[src/rtl/eiu_map.svh]
`ifndef EIU_MAP_SVH
`define EIU_MAP_SVH
// ------------------------------------------------------------
// register indexes (byte address is four times the index)
// ------------------------------------------------------------
`define EIU_IDX_CTRL 8'hE6
`define EIU_IDX_EDGE 8'hF2
`define EIU_IDX_PEND 8'hF3
`define EIU_IDX_MASK 8'hF4
`define EIU_IDX_PAIR 8'hF5
`define EIU_IDX_VECT 8'hF6
`define EIU_IDX_HOLD 8'hF7
`define EIU_IDX_SRC 8'hF8
// ------------------------------------------------------------
// reset values
// ------------------------------------------------------------
`define EIU_RST_CTRL 8'h87
`define EIU_RST_EDGE 8'h00
`define EIU_RST_PAIR 8'hFF
`define EIU_RST_VECT 8'h06
`define EIU_RST_SRC 8'hFF
// ------------------------------------------------------------
// field positions
// ------------------------------------------------------------
`define EIU_CTRL_MFT 7
`define EIU_CTRL_TOPP 6
`define EIU_CTRL_TLI 5
`define EIU_CTRL_GIE 4
`define EIU_CTRL_MODE 3
`define EIU_VECT_POL 3
`define EIU_VECT_TSRC 2
`define EIU_VECT_A0S 1
`define EIU_VECT_WAIT 0
`define EIU_HOLD_LOCK 7
// ------------------------------------------------------------
// timing counts in cpu clocks, and the lowest priority level
// ------------------------------------------------------------
`define EIU_ARB_CYCLES 5
`define EIU_ENTRY_BASE 18
`define EIU_ENTRY_STACK 2
`define EIU_ENTRY_CSR 2
`define EIU_ENTRY_WFI 1
`define EIU_LOWEST 3'h7
`endif

[src/rtl/eiu_pkg.sv]
package eiu_pkg;
    typedef struct packed {
        logic cyc;
        logic stb;
        logic we;
        logic [9:0] adr;
        logic [3:0] sel;
        logic [31:0] dat;
    } eiu_wb_req_t;
    typedef enum logic [1:0] {
        ENT_IDLE,
        ENT_HOLD,
        ENT_CYCLE
    } eiu_ent_t;
endpackage

[src/rtl/eiu_top.sv]
`timescale 1ns/1ps
`include "eiu_map.svh"
module eiu_top (
    input wire logic clk_i,
    input wire logic rst_i,
    input wire eiu_pkg::eiu_wb_req_t wb_i,
    output logic [31:0] wb_dat_o,
    output logic wb_ack_o,
    input wire logic [7:0] ext_pin_i,
    input wire logic nmi_pin_i,
    input wire logic [7:0] periph_evt_i,
    input wire logic wdg_eoc_i,
    input wire logic write_done_i,
    input wire logic instr_end_i,
    input wire logic iret_i,
    input wire logic ei_i,
    input wire logic di_i,
    input wire logic stack_in_rf_i,
    input wire logic csr_save_i,
    input wire logic wfi_i,
    output logic req_o,
    output logic req_top_o,
    output logic [2:0] req_level_o,
    output logic [7:0] vector_o,
    output logic service_start_o,
    output logic abort_o,
    output logic entry_done_o,
    output logic top_isr_o,
    output logic mft_enable_o,
    output logic wait_enable_o
);
    // ------------------------------------------------------------
    // register bus
    // ------------------------------------------------------------
    logic [7:0] ctrl_reg, edge_reg, pend_reg, mask_reg, pair_reg;
    logic [7:0] vect_reg, src_reg;
    logic [6:0] hold_reg;
    logic lock_reg, top_pend_reg, top_active_reg;
    logic [2:0] arb_cnt_reg;
    logic [4:0] ent_cnt_reg;
    logic [7:0] idx;
    logic acc, wr;
    logic [7:0] wd;
    logic [7:0] rd_next;
    eiu_pkg::eiu_ent_t state_reg;

    assign idx = wb_i.adr[9:2];
    assign acc = wb_i.cyc & wb_i.stb & ~wb_ack_o;
    assign wr = acc & wb_i.we & wb_i.sel[0];
    assign wd = wb_i.dat[7:0];

    always_comb begin
        case (idx)
            `EIU_IDX_CTRL: rd_next = ctrl_reg;
            `EIU_IDX_EDGE: rd_next = edge_reg;
            `EIU_IDX_PEND: rd_next = pend_reg;
            `EIU_IDX_MASK: rd_next = mask_reg;
            `EIU_IDX_PAIR: rd_next = pair_reg;
            `EIU_IDX_VECT: rd_next = vect_reg;
            `EIU_IDX_HOLD: rd_next = {lock_reg, hold_reg};
            `EIU_IDX_SRC: rd_next = {src_reg[7:1], vect_reg[`EIU_VECT_A0S]};
            default: rd_next = 8'h00;
        endcase
    end

    // unmapped addresses are acked and read as zero
    always_ff @(posedge clk_i) begin
        if (rst_i) begin
            wb_ack_o <= 1'b0;
            wb_dat_o <= 32'h0000_0000;
        end else begin
            wb_ack_o <= acc;
            wb_dat_o <= {24'h00_0000, rd_next};
        end
    end

    logic wr_ctrl, wr_pend, wr_hold;
    assign wr_ctrl = wr && idx == `EIU_IDX_CTRL;
    assign wr_pend = wr && idx == `EIU_IDX_PEND;
    assign wr_hold = wr && idx == `EIU_IDX_HOLD;

    always_ff @(posedge clk_i) begin
        if (rst_i) begin
            edge_reg <= `EIU_RST_EDGE;
            mask_reg <= 8'h00;
            pair_reg <= `EIU_RST_PAIR;
            vect_reg <= `EIU_RST_VECT;
            src_reg <= `EIU_RST_SRC;
        end else if (wr) begin
            case (idx)
                `EIU_IDX_EDGE: edge_reg <= wd;
                `EIU_IDX_MASK: mask_reg <= wd;
                `EIU_IDX_PAIR: pair_reg <= wd;
                `EIU_IDX_VECT: vect_reg <= wd;
                `EIU_IDX_SRC: src_reg <= wd;
                default: ;
            endcase
        end
    end

    // ------------------------------------------------------------
    // pin synchronisers and source selection
    // ------------------------------------------------------------
    logic [8:0] pin_s1_reg, pin_s2_reg;
    logic [7:0] src_sel, chan_in, chan_prev_reg, chan_evt;
    logic [2:0] chan_prio [8];
    logic top_in, top_prev_reg, top_evt;

    always_ff @(posedge clk_i) begin
        if (rst_i) begin
            pin_s1_reg <= 9'h000;
            pin_s2_reg <= 9'h000;
        end else begin
            pin_s1_reg <= {nmi_pin_i, ext_pin_i};
            pin_s2_reg <= pin_s1_reg;
        end
    end

    assign src_sel = {src_reg[7:1], vect_reg[`EIU_VECT_A0S]};

    // a missed short pulse is the source's fault: one level per clock
    generate
        for (genvar g = 0; g < 8; g++) begin : g_chan
            localparam int P = g / 2;
            assign chan_in[g] = src_sel[g] ? pin_s2_reg[g]
                                           : periph_evt_i[g];
            assign chan_evt[g] = edge_reg[g]
                ? (chan_in[g] & ~chan_prev_reg[g])
                : (~chan_in[g] & chan_prev_reg[g]);
            assign chan_prio[g] = {pair_reg[2*P+1], pair_reg[2*P],
                                   1'(g % 2)};
            always_ff @(posedge clk_i) begin
                if (rst_i) begin
                    chan_prev_reg[g] <= 1'b0;
                    pend_reg[g] <= 1'b0;
                end else begin
                    chan_prev_reg[g] <= chan_in[g];
                    // set beats both software and acknowledge clear
                    if (chan_evt[g] || (wr_pend && wd[g])) begin
                        pend_reg[g] <= 1'b1;
                    end else if (wr_pend) begin
                        pend_reg[g] <= 1'b0;
                    end else if (service_start_o && !req_top_o
                                 && req_level_o == chan_prio[g]
                                 && vector_o[3:1] == 3'(g)) begin
                        pend_reg[g] <= 1'b0;
                    end
                end
            end
        end
    endgenerate

    // ------------------------------------------------------------
    // top level source
    // ------------------------------------------------------------
    assign top_in = vect_reg[`EIU_VECT_TSRC] ? pin_s2_reg[8]
                                            : wdg_eoc_i;
    assign top_evt = (vect_reg[`EIU_VECT_TSRC]
                      && !vect_reg[`EIU_VECT_POL])
        ? (~top_in & top_prev_reg)
        : (top_in & ~top_prev_reg);

    always_ff @(posedge clk_i) begin
        if (rst_i) begin
            top_prev_reg <= 1'b0;
            top_pend_reg <= 1'b0;
        end else begin
            top_prev_reg <= top_in;
            if (top_evt || (wr_ctrl && wd[`EIU_CTRL_TOPP])) begin
                top_pend_reg <= 1'b1;
            end else if (service_start_o && req_top_o) begin
                top_pend_reg <= 1'b0;
            end
        end
    end

    // lock can only go up; only reset brings it down
    always_ff @(posedge clk_i) begin
        if (rst_i) begin
            lock_reg <= 1'b0;
        end else if (wr_hold && wd[`EIU_HOLD_LOCK]) begin
            lock_reg <= 1'b1;
        end
    end

    // ------------------------------------------------------------
    // arbitration
    // ------------------------------------------------------------
    logic gie, nested, top_req, win_valid;
    logic [2:0] current_priority_level, win_level, win_chan;
    logic cand_valid_reg, cand_top_reg;
    logic [2:0] cand_level_reg, cand_chan_reg;

    assign gie = ctrl_reg[`EIU_CTRL_GIE];
    assign nested = ctrl_reg[`EIU_CTRL_MODE];
    assign current_priority_level = ctrl_reg[2:0];
    assign top_req = top_pend_reg && (lock_reg
                     || (ctrl_reg[`EIU_CTRL_TLI] && gie));

    always_comb begin
        win_valid = 1'b0;
        win_level = `EIU_LOWEST;
        win_chan = 3'h0;
        for (int i = 0; i < 8; i++) begin
            if (mask_reg[i] && pend_reg[i] && gie
                && chan_prio[i] < win_level) begin
                win_valid = 1'b1;
                win_level = chan_prio[i];
                win_chan = 3'(i);
            end
        end
        if (win_level >= current_priority_level) begin
            win_valid = 1'b0;
        end
    end

    always_ff @(posedge clk_i) begin
        if (rst_i) begin
            arb_cnt_reg <= 3'h0;
        end else if (arb_cnt_reg == 3'(`EIU_ARB_CYCLES - 1)) begin
            arb_cnt_reg <= 3'h0;
        end else begin
            arb_cnt_reg <= arb_cnt_reg + 3'h1;
        end
    end

    // sample once per window; the grant comes at its end
    always_ff @(posedge clk_i) begin
        if (rst_i) begin
            cand_valid_reg <= 1'b0;
            cand_top_reg <= 1'b0;
            cand_level_reg <= 3'h0;
            cand_chan_reg <= 3'h0;
        end else if (arb_cnt_reg == 3'h0) begin
            cand_valid_reg <= (top_req || win_valid)
                && state_reg == eiu_pkg::ENT_IDLE
                && !top_active_reg;
            cand_top_reg <= top_req;
            cand_level_reg <= win_level;
            cand_chan_reg <= win_chan;
        end
    end

    // ------------------------------------------------------------
    // request and entry sequence
    // ------------------------------------------------------------
    logic [4:0] ent_len;
    logic go;
    assign ent_len = 5'(`EIU_ENTRY_BASE)
        + (stack_in_rf_i ? 5'(`EIU_ENTRY_STACK) : 5'h00)
        + (csr_save_i ? 5'(`EIU_ENTRY_CSR) : 5'h00)
        + (wfi_i ? 5'(`EIU_ENTRY_WFI) : 5'h00);
    // abort if nothing written yet, else wait for the instruction end
    assign go = !write_done_i || instr_end_i;

    always_ff @(posedge clk_i) begin
        if (rst_i) begin
            state_reg <= eiu_pkg::ENT_IDLE;
            req_o <= 1'b0;
            req_top_o <= 1'b0;
            req_level_o <= 3'h0;
            vector_o <= 8'h00;
            service_start_o <= 1'b0;
            abort_o <= 1'b0;
            entry_done_o <= 1'b0;
            ent_cnt_reg <= 5'h00;
        end else begin
            service_start_o <= 1'b0;
            abort_o <= 1'b0;
            entry_done_o <= 1'b0;
            case (state_reg)
                eiu_pkg::ENT_IDLE: begin
                    if (arb_cnt_reg == 3'(`EIU_ARB_CYCLES - 1)
                        && cand_valid_reg) begin
                        state_reg <= eiu_pkg::ENT_HOLD;
                        req_o <= 1'b1;
                        req_top_o <= cand_top_reg;
                        req_level_o <= cand_level_reg;
                        vector_o <= {vect_reg[7:4], cand_chan_reg, 1'b0};
                    end
                end
                eiu_pkg::ENT_HOLD: begin
                    if (go) begin
                        state_reg <= eiu_pkg::ENT_CYCLE;
                        req_o <= 1'b0;
                        service_start_o <= 1'b1;
                        abort_o <= !write_done_i;
                        ent_cnt_reg <= ent_len;
                    end
                end
                eiu_pkg::ENT_CYCLE: begin
                    ent_cnt_reg <= ent_cnt_reg - 5'h01;
                    if (ent_cnt_reg == 5'h02) begin
                        entry_done_o <= 1'b1;
                        state_reg <= eiu_pkg::ENT_IDLE;
                    end
                end
                default: state_reg <= eiu_pkg::ENT_IDLE;
            endcase
        end
    end

    always_ff @(posedge clk_i) begin
        if (rst_i) begin
            top_active_reg <= 1'b0;
        end else if (service_start_o && req_top_o) begin
            top_active_reg <= 1'b1;
        end else if (iret_i) begin
            top_active_reg <= 1'b0;
        end
    end
    assign top_isr_o = top_active_reg;

    // ------------------------------------------------------------
    // central control, enable and level stack
    // ------------------------------------------------------------
    logic ent_n, ret_n;
    logic [2:0] pop_level;
    assign ent_n = service_start_o && !req_top_o;
    assign ret_n = iret_i && !top_active_reg;

    always_comb begin
        pop_level = `EIU_LOWEST;
        for (int i = 6; i >= 0; i--) begin
            if (hold_reg[i]) begin
                pop_level = 3'(i);
            end
        end
    end

    always_ff @(posedge clk_i) begin
        if (rst_i) begin
            ctrl_reg <= `EIU_RST_CTRL;
        end else begin
            ctrl_reg[`EIU_CTRL_TOPP] <= top_pend_reg;
            if (wr_ctrl) begin
                ctrl_reg[`EIU_CTRL_MFT] <= wd[`EIU_CTRL_MFT];
                ctrl_reg[`EIU_CTRL_TLI] <= wd[`EIU_CTRL_TLI];
                ctrl_reg[`EIU_CTRL_MODE] <= wd[`EIU_CTRL_MODE];
                ctrl_reg[2:0] <= wd[2:0];
            end else if (ent_n && nested) begin
                ctrl_reg[2:0] <= req_level_o;
            end else if (ret_n && nested) begin
                ctrl_reg[2:0] <= pop_level;
            end
            if (ei_i || ret_n) begin
                ctrl_reg[`EIU_CTRL_GIE] <= 1'b1;
            end else if (di_i || ent_n) begin
                ctrl_reg[`EIU_CTRL_GIE] <= 1'b0;
            end else if (wr_ctrl && (wd[`EIU_CTRL_GIE]
                         || !cand_valid_reg)) begin
                // a clear is held off while a grant is forming
                ctrl_reg[`EIU_CTRL_GIE] <= wd[`EIU_CTRL_GIE];
            end
        end
    end

    always_ff @(posedge clk_i) begin
        if (rst_i) begin
            hold_reg <= 7'h00;
        end else if (wr_hold) begin
            hold_reg <= wd[6:0];
        end else if (ent_n && nested && current_priority_level != `EIU_LOWEST) begin
            hold_reg[current_priority_level] <= 1'b1;
        end else if (ret_n && nested && pop_level != `EIU_LOWEST) begin
            hold_reg[pop_level] <= 1'b0;
        end
    end

    assign mft_enable_o = ctrl_reg[`EIU_CTRL_MFT];
    assign wait_enable_o = vect_reg[`EIU_VECT_WAIT];
endmodule // eiu_top

[config.mk]
export PLATFORM = sky130hd
export DESIGN_NAME = eiu_top
export DESIGN_NICKNAME = d
export VERILOG_FILES = /design/src/rtl/eiu_pkg.sv /design/src/rtl/eiu_top.sv
export VERILOG_INCLUDE_DIRS = /design/src /design/src/rtl
export SDC_FILE = /design/constraint.sdc
export NUM_CORES = 1
export LEC_CHECK = 0
export BUFFER_PORTS_ARGS = -buffer_cell sky130_fd_sc_hd__buf_2
export CORE_UTILIZATION = 32
export CTS_BUF_LIST = sky130_fd_sc_hd__clkbuf_8
export DETAILED_ROUTE_END_ITERATION = 10
export PLACE_DENSITY = 0.59
export SETUP_SLACK_MARGIN = 0.3
export SLEW_MARGIN = 0
export SYNTH_ARGS = -nofsm -noshare
export SYNTH_HDL_FRONTEND = slang
export SYNTH_SLANG_ARGS = --single-unit
[constraint.sdc]
create_clock -name clk_i -period 4.1 [get_ports clk_i]
set_input_delay 0.41 -clock clk_i [delete_from_list [all_inputs] [get_ports clk_i]]
set_output_delay 0.41 -clock clk_i [all_outputs]
set_load 0.1 [all_outputs]
[Word-level counts from Yosys, hierarchy flattened]
Index checks and enable logic that the tools add are counted.
Word-level totals
  input port bits: 77
  word-level logic and storage cells: 371
  register bits: 159
  output and inout bits: 52
Cells by class
  $lt $le $gt $ge: 13
  $add $sub $neg: 5
  reductions and logical operators: 120
  equality and inequality tests: 32
  bitwise gates (word level): 47
  mux-type cells: 105
Operators with widths (number)
  logical AND 1 bit: 69
  2-to-1 mux 3 bit: 23
  2-to-1 mux 1 bit: 67
  == test 8 bit, second input constant: 8
  one-hot mux 8 bit (8 select lines): 1
  nonzero test 3 bit: 11
  == test 3 bit: 8
  AND 1 bit: 22
  inverter 1 bit: 22
  < comparator 3 bit: 7
  2-to-1 mux 7 bit: 3
  == test 3 bit, second input constant: 5
  logical OR 1 bit: 15
  AND reduction 2 bit: 7
  2-to-1 mux 2 bit: 5
  one-hot mux 5 bit (2 select lines): 1
  < comparator 3 x 4 -> 1 bit, second input constant: 2
  nonzero test 2 bit: 4
  AND 7 bit: 1
  inverter 7 bit: 1
  bitwise OR 7 bit: 1
  demux 1 bit (select 3 bit): 2
  == test 3 x 2 -> 1 bit, second input constant: 2
  >= comparator 3 x 1 -> 1 bit, second input constant: 2
  other kinds (23): 33

[Depth between registers and ports, before layout]
  depth after elaboration: 30
  gate-level depth with buffers: 19
  depth with buffers taken out: 18

[Worst setup path after synthesis]
OpenSTA, ideal clock, no wires.
  kind: register to register
  start point: reg ctrl_reg[4]
  end point: reg cand_valid_reg
  period minus slack after synthesis: 4153 ps
  arrival time: 4061 ps
  required time: 4008 ps
  path buffers: 1
  cell stages (with the launch flop): 20
  library setup time: 92 ps
  path slack: -53 ps
  cell sequence: dfxtp_1 > buf_6 > nand3_4 > o311a_1 > a221o_1 > a221o_1 > maj3_2 > o21a_1 > mux2i_1 > ha_1 > nor3_1 > a211o_1 > a211o_1 > o21ai_0 > o31ai_1 > ha_1 > a21o_1 > a21oi_1 > o211ai_1 > o32ai_1
Between the ends
  word-level cells in the longest chain between the ends: 29
  elaborated cells between the ends (all ways): 47
  classes of those cells: order compare (8); mux (17); reduce/logical (22)
Ends and longest elaborated chain
  start, declared: line eiu_top.sv:35  | logic [7:0] ctrl_reg, edge_reg, pend_reg, mask_reg, pair_reg;
  start signal, assigned: line eiu_top.sv:333  | ctrl_reg <= `EIU_RST_CTRL;
  start signal, assigned by index: line eiu_top.sv:335  | ctrl_reg[`EIU_CTRL_TOPP] <= top_pend_reg;
  start signal, assigned by index: line eiu_top.sv:337  | ctrl_reg[`EIU_CTRL_MFT] <= wd[`EIU_CTRL_MFT];
  logical AND 1 bit: line eiu_top.sv:205  | if (mask_reg[i] && pend_reg[i] && gie
  logical AND 1 bit: line eiu_top.sv:206  | && chan_prio[i] < win_level) begin
  2-to-1 mux 3 bit: line eiu_top.sv:205
  < comparator 3 bit: line eiu_top.sv:206
  logical AND 1 bit: line eiu_top.sv:206
  2-to-1 mux 3 bit: line eiu_top.sv:205
  < comparator 3 bit: line eiu_top.sv:206
  logical AND 1 bit: line eiu_top.sv:206
  (+14 left out)
  logical AND 1 bit: line eiu_top.sv:206
  2-to-1 mux 3 bit *: line eiu_top.sv:205
  named net win_level[1]: line eiu_top.sv:190  | logic [2:0] current_priority_level, win_level, win_chan;
  >= comparator 3 bit *: line eiu_top.sv:212  | if (win_level >= current_priority_level) begin
  2-to-1 mux 1 bit *: line eiu_top.sv:212
  logical OR 1 bit *: line eiu_top.sv:235  | cand_valid_reg <= (top_req || win_valid)
  logical AND 1 bit *: line eiu_top.sv:236  | && state_reg == eiu_pkg::ENT_IDLE
  logical AND 1 bit *: line eiu_top.sv:237  | && !top_active_reg;
  end signal, assigned: line eiu_top.sv:235
  end, declared: line eiu_top.sv:191  | logic cand_valid_reg, cand_top_reg;
Mark *: on every way through the listed nets, which the timed path passes. The rest lies on a longest branch.
A chain may end at the register's enable or synchronous reset.

[Final worst setup path]
  start point: reg mask_reg[0]
  end point: reg cand_valid_reg
Between the ends
  word-level cells in the longest chain between the ends: 30
  elaborated cells between the ends (all ways): 38
  classes of those cells: order compare (8); mux (17); reduce/logical (13)
Ends and longest elaborated chain
  start, declared: line eiu_top.sv:35
  start signal, assigned: line eiu_top.sv:92  | `EIU_IDX_MASK: mask_reg <= wd;
  logical AND 1 bit * (2 in series): line eiu_top.sv:205
  logical AND 1 bit *: line eiu_top.sv:206
  2-to-1 mux 3 bit *: line eiu_top.sv:205
  < comparator 3 bit: line eiu_top.sv:206
  logical AND 1 bit: line eiu_top.sv:206
  2-to-1 mux 3 bit *: line eiu_top.sv:205
  < comparator 3 bit: line eiu_top.sv:206
  logical AND 1 bit: line eiu_top.sv:206
  (+14 left out)
  logical AND 1 bit: line eiu_top.sv:206
  2-to-1 mux 3 bit *: line eiu_top.sv:205
  named net win_level[1]: line eiu_top.sv:190
  >= comparator 3 bit *: line eiu_top.sv:212
  2-to-1 mux 1 bit *: line eiu_top.sv:212
  logical OR 1 bit *: line eiu_top.sv:235
  logical AND 1 bit *: line eiu_top.sv:236
  logical AND 1 bit *: line eiu_top.sv:237
Marked as above.

==> flow_metrics.py <==
metrics = {
    "status": {
        "status": "complete, but fails checks",
        "violations": "negative setup slack",
    },
    "sta": {
        "setup_ws_ns": -0.211,
        "tightest_slew_ns": 0.765,
        "final-hold-violation-count": 0,
        "period_share": 1.05,
        "skew_ns": 0.0156,
        "max_slew_margin": 0.489,
        "drv_slew": 0,
        "min_period_ns": 4.31,
        "fmax_mhz": 232,
        "rsz0062_at_grt": "true",
        "setup_viol": 2,
    },
    "finish": {
        "final_cell_mix": "131 x dfxtp_1, 85 x nand2_1, 80 x nor2_1, 73 x buf_2, 60 x a21oi_1",
        "final_common_cell": "dfxtp_1",
        "final_nets": 969,
        "drive_gt1_frac": 0.222,
        "n_fill_cell": 2070,
        "finalInstanceArea_mm2": 0.00802,
        "syn_to_final_growth_pct": 20.2,
        "area.sequential_mm2": 0.00269,
        "multi_input_area_mm2": 0.00369,
        "antenna_cells": 0,
    },
    "hold_path": {
        "hold_class": "primary input to flip-flop",
        "min_to": "abort_o$_SDFF_PP0_",
        "hold_start": "write_done_i",
        "hold_depth": 2,
    },
    "detailed_routing": {
        "first_iter_violations": 680,
        "drt-total-wl_mm": 19.6,
        "drcViolationCount": 0,
        "ant_nets": 0,
        "wire_per_inst_um": 16.8,
        "vias": 6164,
        "vias_per_cell": 5.29,
        "first_pass_iters": 9,
    },
    "placed_design": {
        "hpwl_mm": 14.2,
        "placed_cell_area_mm2": 0.00740,
        "io_buffers": 74,
        "gp_congestion": 0.883,
    },
    "global_routing": {
        "gr-total-overflow": 0,
        "antenna_found_initial": 0,
        "grt_start_max_net_pins": 67,
        "grt_pass1_vias": 5509,
        "grt_first_pass_wirelength_mm": 30.5,
        "track_usage": 0.184,
    },
    "floorplanning": {
        "start_util": 0.328,
        "core-area_mm2": 0.0204,
        "io_pins": 129,
        "die_h_um": 146,
        "die-area_mm2": 0.0214,
        "row_count": 52,
        "fp.dieW_um": 146,
    },
    "synthesis": {
        "synthTopCellsByArea": "dfxtp_1 40%, mux2i_1 6.0%, nand2_1 4.8%",
        "ys.flop_type": "dfxtp_1",
        "async_flop_share": 0,
        "synth_area_mm2": 0.00667,
        "ys_seq_area_frac": 0.402,
        "synth_top_area_share": 0.402,
        "synth_edf_count": 0,
        "synth_largest_area_cell": "dfxtp_1",
        "synth_cell_types": 72,
        "synthCells": 789,
        "yosys_warnings": 0,
        "avgSynthCellArea_um2": 8.46,
        "synth_seq_cells": 134,
    },
    "setup_path": {
        "worstPathArrival_ns": 4.67,
        "r2r_slack_ns": -0.21,
        "rr_endpoint": "cand_valid_reg$_SDFFE_PP0N_",
        "critPathLaunchType": "flip-flop",
        "cp-end-kind": "flip-flop",
        "crit_path_max_fanout": 5,
        "rr_startpoint": "mask_reg[0]$_SDFFE_PP0P_",
        "ff2ff_path_depth": 19,
        "path_class": "flip-flop to flip-flop",
        "crit_required_ns": 4.46,
    },
    "power": {
        "switching_share": 0.279,
        "power.net_switching_w": 0.000775,
        "p_seq_frac": 0.481,
        "p_leak_nw": 3.44,
        "combPwrFrac": 0.093,
        "internal_power_w": 0.00200,
        "p_total_w": 0.00278,
        "power_frac_clock": 0.426,
        "power_density_mw_per_mm2": 346,
        "vdd_drop_max_v": 0.000154,
    },
    "clocking": {
        "path_clk_slew_ns": 0.08,
        "cts_max_path_buffers": 2,
        "cts_sinks": 134,
        "clock_latency_ns": 0.45,
        "h-tree-depth": 4,
        "cts_buffers": 17,
        "cts_tree": "built",
        "ctsHoldBuffers": 0,
        "cts-root-buf": "clkbuf_8",
    },
    "run": {
        "maxCapViolCount": 0,
    },
}
## per-layer routing
| metal | up-vias | global-route usage | routed length (um) | share of wire |
|---|---|---|---|---|
| met5 | - | 0 | 0 | 0 |
| met2 | 246 | 0.289 | 9030 | 0.46 |
| met3 | 26 | 0.0434 | 1320 | 0.068 |
| met1 | 2917 | 0.243 | 8800 | 0.45 |
| met4 | 0 | 0.0714 | 437 | 0.022 |
| li1 | 2975 | - | - | - |
## power by group through the flow
stage | Sequential, W | Combinational, W | Clock, W
finish | 0.00134 | 0.000257 | 0.00118
global route | 0.00134 | 0.000273 | 0.00126
CTS | 0.00134 | 0.000255 | 0.00121
detailed placement | 0.00137 | 0.000253 | 0
global placement | 0.00137 | 0.000252 | 0
floorplan | 0.00137 | 0.000210 | 0
## worst max path at each step
| stage | depth (start not counted) | slack, ns | to | startpoint |
|---|---|---|---|---|
| 2_1_floorplan | 19 | -0.04 | cand_valid_reg$_SDFFE_PP0N_ | ctrl_reg[4]$_SDFFE_PP0P_ |
| 3_3_place_gp | 18 | -0.18 | cand_valid_reg$_SDFFE_PP0N_ | ctrl_reg[4]$_SDFFE_PP0P_ |
| 3_5_place_dp | 18 | -0.28 | cand_valid_reg$_SDFFE_PP0N_ | mask_reg[0]$_SDFFE_PP0P_ |
| 4_1_cts | 18 | -0.14 | cand_valid_reg$_SDFFE_PP0N_ | pend_reg[0]$_SDFFE_PP0P_ |
| 5_1_grt | 19 | -0.40 | cand_valid_reg$_SDFFE_PP0N_ | mask_reg[0]$_SDFFE_PP0P_ |
| 6_report | 19 | -0.21 | cand_valid_reg$_SDFFE_PP0N_ | mask_reg[0]$_SDFFE_PP0P_ |
## cells in the mapped netlist (all sizes together) (5+ instances only)
master  count
nand2b      7
nor4        6
inv        22
mux2i      40
mux4        8
and3        5
a222oi      8
dfxtp     134
clkbuf     39
a211oi     12
nor2b      27
a221oi      5
nor3       23
buf        40
a31oi      12
a22oi      12
nand3      46
and2        7
xnor2       6
o211ai     12
o21ai      12
a21oi      60
nor2       81
nand2      85
ha         10
## stage by stage
stage / TNS (ns) / util / cells / hold WS [ns] / worst slack [ns]
6_report: -0.233 / 0.394 / 1165 / 0.121 / -0.211
5_1_grt: -0.536 / 0.394 / 1165 / 0.113 / -0.398
4_1_cts: -0.144 / 0.389 / 1161 / 0.0987 / -0.144
3_3_place_gp: -0.185 / 0.364 / 1124 / 0.417 / -0.185
2_1_floorplan: -0.0401 / - / 813 / 0.414 / -0.0401
3_5_place_dp: -0.277 / 0.364 / 1124 / 0.423 / -0.277
## layout make-up
class / instances / share of cell area
Clock buffer: 17 / 0.0292
Multi-Input combinational cell: 578 / 0.460
Timing Repair Buffer: 129 / 0.0993
Inverter: 22 / 0.0103
Tap cell: 270 / 0.0421
Sequential cell: 134 / 0.335
Clock inverter: 15 / 0.0240
## what timing repair did
item / in CTS / in global routing
endpoints found under the hold margin: 0 / 0
setup endpoints to repair: 2 / 5
resized for setup: 15 / 14
cloned: 0 / 0
setup buffers: 5 / 4
pin swaps: 6 / 7
## critical path: stages (launching register included)
cell and delay [ns]:
dfxtp_4 0.37, a22oi_2 0.19, buf_6 0.15, a211oi_2 0.04, o32a_1 0.31, a221o_1 0.33
maj3_2 0.33, o21a_1 0.21, mux2i_2 0.27, ha_4 0.22, nor4_2 0.06, a211o_1 0.32
a211o_1 0.34, o21ai_2 0.14, o31ai_2 0.09, ha_1 0.28, a21o_1 0.16, a21oi_1 0.14
o211ai_1 0.11, o32ai_2 0.17
## cell families (layout without fill, tap and decap cells)
| kind of cell | Yosys count | in the layout | synth area share |
|---|---|---|---|
| muxes | 48 | 48 | 0.0870 |
| other | 1 | 25 | 0.000562 |
| DFF | 134 | 134 | 0.402 |
| AOI/OAI and AO/OA | 175 | 175 | 0.180 |
| buffers and inverters | 101 | 183 | 0.0758 |
| adders and majority gates | 12 | 12 | 0.0219 |
| xor gates and xnor gates | 8 | 8 | 0.0105 |
| and+or+nand+nor | 310 | 310 | 0.223 |
(Power assumes the default switching activity.)
